`config.mk`:
```
export PLATFORM = sky130hd
export DESIGN_NAME = tsr_register_bank
export DESIGN_NICKNAME = d
export VERILOG_FILES = /design/src/tsr_pkg.sv /design/src/tsr_rate_timer.sv /design/src/tsr_register_bank.sv
export SDC_FILE = /design/constraint.sdc
export NUM_CORES = 1
export LEC_CHECK = 0
export ABC_AREA = 1
export BUFFER_PORTS_ARGS = -buffer_cell sky130_fd_sc_hd__buf_2
export CAP_MARGIN = 20
export CORE_UTILIZATION = 52
export DETAILED_ROUTE_END_ITERATION = 8
export GPL_TIMING_DRIVEN = 1
export MAX_ROUTING_LAYER = met4
export PLACE_DENSITY_LB_ADDON = 0.25
export SETUP_SLACK_MARGIN = 0.1
export SYNTH_ARGS = -nofsm -noshare
export SYNTH_HDL_FRONTEND = slang
export SYNTH_SLANG_ARGS = --single-unit
export TNS_END_PERCENT = 50
```
`constraint.sdc`:
```
create_clock -name clk_sys_i -period 4.12 [get_ports clk_sys_i]
set_clock_uncertainty 0.1 [all_clocks]
set_input_delay 0.618 -clock clk_sys_i [delete_from_list [all_inputs] [get_ports clk_sys_i]]
set_output_delay 0.618 -clock clk_sys_i [all_outputs]
set_load 0.05 [all_outputs]
```
`src/tsr_pkg.sv`:
```
// constants shared by the temperature sensor register bank
package tsr_pkg;

   // ************************************************************
   // register pointer and register selection
   // ************************************************************
   localparam int PTR_WIDTH = 8;
   localparam int REG_WIDTH = 16;
   localparam int SEL_WIDTH = 2;
   localparam logic [7:0] PTR_RESET = 8'h00;
   localparam logic [1:0] SEL_TEMPERATURE_RESULT = 2'h0;
   localparam logic [1:0] SEL_SENSOR_CONFIGURATION = 2'h1;
   localparam logic [1:0] SEL_LOWER_LIMIT = 2'h2;
   localparam logic [1:0] SEL_UPPER_LIMIT = 2'h3;

   // ************************************************************
   // configuration layout and reset values
   // ************************************************************
   localparam logic [15:0] CFG_RESET = 16'h40A0;
   localparam logic [15:0] CFG_WRITE_MASK = 16'h9FC0;
   localparam int CFG_RATE_LSB = 6;
   localparam int CFG_SLEEP_BIT = 8;
   localparam logic [15:0] TEMP_RESET = 16'h0000;
   localparam logic [15:0] LOWER_LIMIT_RESET = 16'h0000;
   localparam logic [15:0] UPPER_LIMIT_RESET = 16'h0000;

   // ************************************************************
   // conversion rates: period per setting, clock 250 mhz
   // ************************************************************
   localparam logic [1:0] RATE_QUARTER = 2'h0;
   localparam logic [1:0] RATE_ONE = 2'h1;
   localparam logic [1:0] RATE_FOUR = 2'h2;
   localparam logic [1:0] RATE_EIGHT = 2'h3;
   localparam int CLK_KHZ = 250000;
   localparam int PERIOD_QUARTER_MS = 4000;
   localparam int PERIOD_ONE_MS = 1000;
   localparam int PERIOD_FOUR_MS = 250;
   localparam int PERIOD_EIGHT_MS = 125;
   localparam int CYC_QUARTER = PERIOD_QUARTER_MS * CLK_KHZ;
   localparam int CYC_ONE = PERIOD_ONE_MS * CLK_KHZ;
   localparam int CYC_FOUR = PERIOD_FOUR_MS * CLK_KHZ;
   localparam int CYC_EIGHT = PERIOD_EIGHT_MS * CLK_KHZ;
   localparam int CNT_WIDTH = 30;
   localparam logic [29:0] CNT_ZERO = 30'h0000_0000;

endpackage : tsr_pkg

```
`src/tsr_rate_timer.sv`:
```
// conversion start timer stepping at the selected conversion rate
`timescale 1ns/1ns
module tsr_rate_timer
   import tsr_pkg::*;
#(
   parameter int unsigned PERIOD_QUARTER = CYC_QUARTER,
   parameter int unsigned PERIOD_ONE = CYC_ONE,
   parameter int unsigned PERIOD_FOUR = CYC_FOUR,
   parameter int unsigned PERIOD_EIGHT = CYC_EIGHT
) (
   input wire logic clk_sys_i,
   input wire logic rst_n_i,
   input wire logic [1:0] rate_sel_i,
   input wire logic run_i,
   output logic tick_o
);

   logic [29:0] count_reg;
   logic [29:0] count_next;
   logic tick_reg;
   logic [29:0] limit;
   logic at_limit;

   // ************************************************************
   // period selection
   // ************************************************************
   // rate change takes effect at once; a shorter limit ends the wait
   assign limit = (rate_sel_i == RATE_QUARTER) ? 30'(PERIOD_QUARTER - 1) :
                  (rate_sel_i == RATE_ONE) ? 30'(PERIOD_ONE - 1) :
                  (rate_sel_i == RATE_FOUR) ? 30'(PERIOD_FOUR - 1) :
                  30'(PERIOD_EIGHT - 1);
   assign at_limit = run_i && (count_reg >= limit);
   assign count_next = !run_i ? CNT_ZERO :
                       at_limit ? CNT_ZERO : count_reg + 30'h0000_0001;

   // counter and registered tick
   always_ff @(posedge clk_sys_i or negedge rst_n_i) begin
      if (!rst_n_i) begin
         count_reg <= CNT_ZERO;
         tick_reg <= 1'b0;
      end else begin
         count_reg <= count_next;
         tick_reg <= at_limit;
      end
   end

   assign tick_o = tick_reg;

endmodule : tsr_rate_timer

```
`src/tsr_register_bank.sv`:
```
// register pointer and register bank of the temperature sensor
//
// Operation
// - eight-bit pointer, two low bits writable, both zero after reset
// - pointer bits 2 to 7 read zero and ignore writes
// - low pointer bits select result, configuration, lower or upper limit
// - result register ignores writes; the other three are read/write
// - conversion rate defaults to four per second; field picks four rates
//
// Timing
// pointer write: pointer and read word move one edge later
// register write: lands on the pointer held before that edge
// pointer and register write in one cycle: old pointer wins
// result load: read word follows on the same edge when selected
// conversion tick: one cycle high per period, held off in sleep
//
// Reset
// pointer 0x00 selects the result, which reads 0x0000
// configuration comes up at four conversions a second
//
// Limitations
// only the two pointer bits are real flops; the rest is wiring
// alert, interrupt and single-shot logic sit outside this block
// rate change resizes the running wait instead of finishing it; a shorter period cuts it short
`timescale 1ns/1ns
module tsr_register_bank
   import tsr_pkg::*;
#(
   parameter int unsigned PERIOD_QUARTER = CYC_QUARTER,
   parameter int unsigned PERIOD_ONE = CYC_ONE,
   parameter int unsigned PERIOD_FOUR = CYC_FOUR,
   parameter int unsigned PERIOD_EIGHT = CYC_EIGHT
) (
   input wire logic clk_sys_i,
   input wire logic rst_n_i,
   // pointer write from the serial interface
   input wire logic ptr_wr_i,
   input wire logic [7:0] ptr_wdata_i,
   // register write to the selected register
   input wire logic reg_wr_i,
   input wire logic [15:0] reg_wdata_i,
   // new conversion result from the signal processor
   input wire logic temp_valid_i,
   input wire logic [15:0] temp_value_i,
   // pointer readback and the word of the selected register
   output logic [7:0] ptr_o,
   output logic [15:0] rd_data_o,
   // register contents and rate field for the sensor core
   output logic [15:0] config_o,
   output logic [15:0] lower_limit_o,
   output logic [15:0] upper_limit_o,
   output logic [1:0] conversion_rate_select_o,
   // one clock high at every conversion start
   output logic conv_start_o
);

   // ************************************************************
   // storage
   // ************************************************************
   logic [1:0] sel_reg;
   logic [1:0] sel_next;
   logic [15:0] temperature_result_reg;
   logic [15:0] temperature_result_next;
   logic [15:0] sensor_configuration_reg;
   logic [15:0] sensor_configuration_next;
   logic [15:0] lower_limit_reg;
   logic [15:0] lower_limit_next;
   logic [15:0] upper_limit_reg;
   logic [15:0] upper_limit_next;
   logic [15:0] rd_data_reg;
   logic [15:0] rd_data_next;

   // ************************************************************
   // decoding
   // ************************************************************
   // one-hot decode of a selector, used for writes and reads
   function automatic logic [3:0] sel_decode(input logic [1:0] sel);
      logic [3:0] hot;
      hot = 4'h0;
      hot[sel] = 1'b1;
      return hot;
   endfunction : sel_decode

   logic [3:0] wr_hit;
   logic [3:0] rd_hit;
   logic cfg_wr;
   logic lower_wr;
   logic upper_wr;
   logic [1:0] rate_field;
   logic sleep_on;
   logic tick;

   // route by low pointer bits
   // writes decode the pointer held before the edge, so a pointer
   // write in the same cycle cannot redirect the data word
   assign wr_hit = reg_wr_i ? sel_decode(sel_reg) : 4'h0;

   // per-register write strobes; the result register gets none
   assign cfg_wr = wr_hit[SEL_SENSOR_CONFIGURATION];
   assign lower_wr = wr_hit[SEL_LOWER_LIMIT];
   assign upper_wr = wr_hit[SEL_UPPER_LIMIT];

   // only two pointer bits are stored
   assign sel_next = ptr_wr_i ? ptr_wdata_i[1:0] : sel_reg;

   // result takes converter data only, host writes ignored
   assign temperature_result_next = temp_valid_i ? temp_value_i :
                                    temperature_result_reg;

   // writable configuration bits only; read-only bits keep resets
   assign sensor_configuration_next =
      cfg_wr ?
      ((reg_wdata_i & CFG_WRITE_MASK) |
       (sensor_configuration_reg & ~CFG_WRITE_MASK)) :
      sensor_configuration_reg;

   assign lower_limit_next = lower_wr ? reg_wdata_i :
                             lower_limit_reg;
   assign upper_limit_next = upper_wr ? reg_wdata_i :
                             upper_limit_reg;

   // read mux follows the pointer as it stands after this cycle,
   // so data is ready one edge after a pointer write; it also
   // takes next values, so a write shows up on the same edge
   assign rd_hit = sel_decode(sel_next);
   assign rd_data_next =
      ({16{rd_hit[SEL_TEMPERATURE_RESULT]}} & temperature_result_next) |
      ({16{rd_hit[SEL_SENSOR_CONFIGURATION]}} & sensor_configuration_next) |
      ({16{rd_hit[SEL_LOWER_LIMIT]}} & lower_limit_next) |
      ({16{rd_hit[SEL_UPPER_LIMIT]}} & upper_limit_next);

   // ************************************************************
   // registers
   // ************************************************************
   // pointer clears on reset
   // only bits 1:0 are stored; bits 7:2 are constant zero wiring
   always_ff @(posedge clk_sys_i or negedge rst_n_i) begin
      if (!rst_n_i) begin
         sel_reg <= PTR_RESET[1:0];
      end else begin
         sel_reg <= sel_next;
      end
   end

   // result register, loaded only by the converter
   always_ff @(posedge clk_sys_i or negedge rst_n_i) begin
      if (!rst_n_i) begin
         temperature_result_reg <= TEMP_RESET;
      end else begin
         temperature_result_reg <= temperature_result_next;
      end
   end

   // configuration reset gives four conversions a second
   always_ff @(posedge clk_sys_i or negedge rst_n_i) begin
      if (!rst_n_i) begin
         sensor_configuration_reg <= CFG_RESET;
      end else begin
         sensor_configuration_reg <= sensor_configuration_next;
      end
   end

   // lower limit, plain read/write word
   always_ff @(posedge clk_sys_i or negedge rst_n_i) begin
      if (!rst_n_i) begin
         lower_limit_reg <= LOWER_LIMIT_RESET;
      end else begin
         lower_limit_reg <= lower_limit_next;
      end
   end

   // upper limit, plain read/write word
   always_ff @(posedge clk_sys_i or negedge rst_n_i) begin
      if (!rst_n_i) begin
         upper_limit_reg <= UPPER_LIMIT_RESET;
      end else begin
         upper_limit_reg <= upper_limit_next;
      end
   end

   // read data is a flop so the serial side sees a stable word
   always_ff @(posedge clk_sys_i or negedge rst_n_i) begin
      if (!rst_n_i) begin
         rd_data_reg <= TEMP_RESET;
      end else begin
         rd_data_reg <= rd_data_next;
      end
   end

   // ************************************************************
   // conversion timing
   // ************************************************************
   // sleep clears the timer, so waking waits a full period
   // before the first start; rate changes act at once
   assign sleep_on = sensor_configuration_reg[CFG_SLEEP_BIT];
   assign rate_field = sensor_configuration_reg[CFG_RATE_LSB +: 2];

   // rate field steers the conversion period
   tsr_rate_timer #(
      .PERIOD_QUARTER(PERIOD_QUARTER),
      .PERIOD_ONE(PERIOD_ONE),
      .PERIOD_FOUR(PERIOD_FOUR),
      .PERIOD_EIGHT(PERIOD_EIGHT)
   ) u_rate_timer (
      .clk_sys_i(clk_sys_i),
      .rst_n_i(rst_n_i),
      .rate_sel_i(rate_field),
      .run_i(!sleep_on),
      .tick_o(tick)
   );

   // ************************************************************
   // outputs, all from flops
   // ************************************************************
   // upper pointer bits always read zero
   assign ptr_o = {6'h00, sel_reg};
   assign rd_data_o = rd_data_reg;
   assign config_o = sensor_configuration_reg;
   assign lower_limit_o = lower_limit_reg;
   assign upper_limit_o = upper_limit_reg;
   assign conversion_rate_select_o = rate_field;
   assign conv_start_o = tick;

endmodule : tsr_register_bank

```
==> summary.md <==
| Metric | Value |
|---|---|
| Status | completed |
| Die Height | 106 microns |
| Detailed placement HPWL | 9460 microns |
| Cell Pwr Density | 483 nW/um^2 |
| Unrepaired setup endpoints after global routing | no |
| Gr ovfl total | 0 |
| Crit path required time | 4.26 ns |
| Top cells by area, synth | dfrtp_1 (47%), nand2_1 (15%), ha_1 (6.3%) |
| DP Worst Slack | 1.06 ns |
| Via count | 4609 |
| Hold Crit Class | in2async |
| Leak | 3.33 nW |
| Final nets | 837 |
| Root Buffer | clkbuf_8 |
| Final setup viols | 0 |
| Final Hold Fails | 0 |
| CTS tree | yes |
| Async SR Flop Fraction | 100% |
| Final non-filler cell total | 904 |
| First-pass GRT wire length | 21400 microns |
| Die Footprint | 11100 sq um |
| Fin. max-slew vios | 0 |
| Worst-Skew Late Latency | 0.38 ns |
| Max Freq | 0.321 GHz |
| I/O pin count | 120 |
| Met1 WL | 5620 microns |
| Cts bufs inserted | 9 |
| DRT Wirelength | 12900 microns |
| Max Used Layer | met4 |
| Crit. End Element | register |
| Postcts setup bufs | 0 |
| Antenna diodes | 0 |
| Num rows | 37 |
| Fin crit period | 3.12 ns |
| Setup TNS | 0 ns |
| IO buf count | 99 |
| Minimum setup slack in the final design | 1.00 ns |
| Placer Congestion | 0.892 |
| Post-synth top cells | nand2_1 (216), dfrtp_1 (104), inv_1 (64) |
| Initial antenna violation count | 0 |
| FF+latch count, synth | 105 |
| DR pass1 iterations | 5 |
| Die width | 106 microns |
| Reg clk slew, reported paths | 0.10 ns |
| Relative slew slack | 44.0% |
| Warnings, synthesis | 0 |
| Worst Tran Pin Value | 0.839 ns |
| WL/cell | 14.3 microns |
| Top cell type's share of synthesized area | 46.7% |
| Max reg flops | 30 |
| Htree depth | 3 |
| WL met2 | 6160 microns |
| Cell Area, Synth | 5570 sq um |
| DR DRC count | 0 |
| Register area share after synthesis | 47.2% |
| Largest net degree at the start of global routing | 45 |
| FF-to-FF path depth | 14 |
| Most common cell in the netlist | nand2_1 |
| GRT Util Overall | 25.4% |
| Iter 0 DRT Violations | 287 |
| Final Core Density | 61.0% |
| CTS Hold Bufs | 0 |
| Critical path startpoint category | register |
| Cell taking the most area after synthesis | dfrtp_1 |
| Synth cell types | 36 |
| Mapped Cells | 670 |
| Syn Area/Cell | 8.32 sq um |
| Via/cell ratio | 5.10 |
| Detail Route Antenna Nets | 0 |
| Initial cell density of the core | 53.8% |
| Ys flop type | dfrtp_1 |
| Final Cycle Share | 75.6% |
| Tot Pwr | 0.00306 W |
| CP max FO | 21 |
| Maximum clock path buffer count | 2 |
| Dpl cells | 887 |
| Clock Sinks | 105 |
| Max-cap violations | 0 |
| PostCTS Resize Cnt | 0 |
| Layout cells sized above 1 | 22.5% |
| Critical path class | reg2reg |
| Met3 WL post-DR | 817 microns |
| Vias in the first global route | 4553 |
| P&R area growth vs syn | 13.6% |
| EDFF count, synth | 0 |
| Core footprint | 10400 sq um |
| Maximum vdd drop | 0.000327 V |
| CP arrival | 3.26 ns |
cells in the final DEF, fill, tap and decap left out, types with 2 or more instances in the layout:
master    count
a21oi_1      10
buf_2        98
buf_4         5
buf_8         2
clkbuf_8      9
conb_1       14
dfrtp_1     104
ha_1         28
inv_1        64
inv_2         4
inv_8         2
mux2_2        4
nand2_1     216
nand2_2       3
nand2_4       2
nand3_1      30
nand3_2       4
nand4_1      14
nor2_1       38
nor2_2       28
nor3_1        7
o21ai_0      39
o21ai_1       3
o21bai_2      2
xnor2_1       5
xor2_1       18
critical path, cell delays in order (launching register included):
cell	delay, ns
dfrtp_1	0.52
inv_1	0.24
ha_1	0.37
inv_1	0.07
ha_1	0.30
nand2_1	0.07
nor2_1	0.19
inv_1	0.06
nor2_1	0.10
nand2_1	0.07
a21oi_1	0.18
nor2_2	0.07
nand3_2	0.19
buf_4	0.37
nor2_1	0.08
kinds of logic (layout without fill, tap and decap cells):
kind of cell,count (synthesis),count (layout),synth area share (%)
AO/OA/AOI/OAI,56,56,5.34
XOR/XNOR,23,23,3.61
adder cells (fa/ha/maj),28,28,6.29
buffers and inverters,102,188,8.44
flip-flops,105,105,47.2
multiplexers,4,4,0.808
other,2,14,0.135
AND/OR/NAND/NOR,350,350,28.2
stage by stage:
| step | area [sq um] | hold slack [ns] |
|---|---|---|
| floorplan | 5620 | 0.222 |
| global placement | 6100 | 0.351 |
| detailed placement | 6100 | 0.356 |
| CTS | 6300 | 0.0145 |
| global route | 6330 | 0.0226 |
| finish | 6330 | 0.00899 |
path summary, 6_finish.rpt:
| path | start | endpoint | slack (ns) |
|---|---|---|---|
| max reg2reg | config_o[6]$_DFF_PN0_ | u_rate_timer.count_reg[20]$_DFF_PN0_ | 1.00 |
| max | config_o[6]$_DFF_PN0_ | u_rate_timer.count_reg[20]$_DFF_PN0_ | 1.00 |
| min in group clk_sys_i | temp_value_i[15] | temperature_result_reg[15]$_DFF_PN0_ | 0.36 |
| max in group asynchronous | rst_n_i | upper_limit_o[2]$_DFF_PN0_ | 3.06 |
| min | rst_n_i | u_rate_timer.count_reg[29]$_DFF_PN0_ | 0.009 |
| min reg2reg | temperature_result_reg[2]$_DFF_PN0_ | temperature_result_reg[2]$_DFF_PN0_ | 0.38 |
report_power, final:
group / switching [W] / internal [W]
Clock: 0.000377 / 0.000288
Combinational: 0.000863 / 0.000251
Sequential: 0.0000940 / 0.00118
Total: 0.00133 / 0.00172
routing by layer:
| metal | global-route usage [%] | up-vias |
|---|---|---|
| met3 | 4.82 | 25 |
| met2 | 40.4 | 171 |
| met1 | 31.9 | 2146 |
| met5 | - | - |
| met4 | 10.7 | 0 |
| li1 | - | 2267 |
layout make-up:
type / instances / area [sq um]
clock inverters: 6 / 73.8
multi-input cells: 475 / 2520
well taps: 136 / 170
clock buffers: 9 / 124
fillers: 932 / 4040
repair buffers: 105 / 558
inverters: 68 / 255
flip-flops and latches: 105 / 2630
No activity file was read; power rests on OpenSTA's default activity.
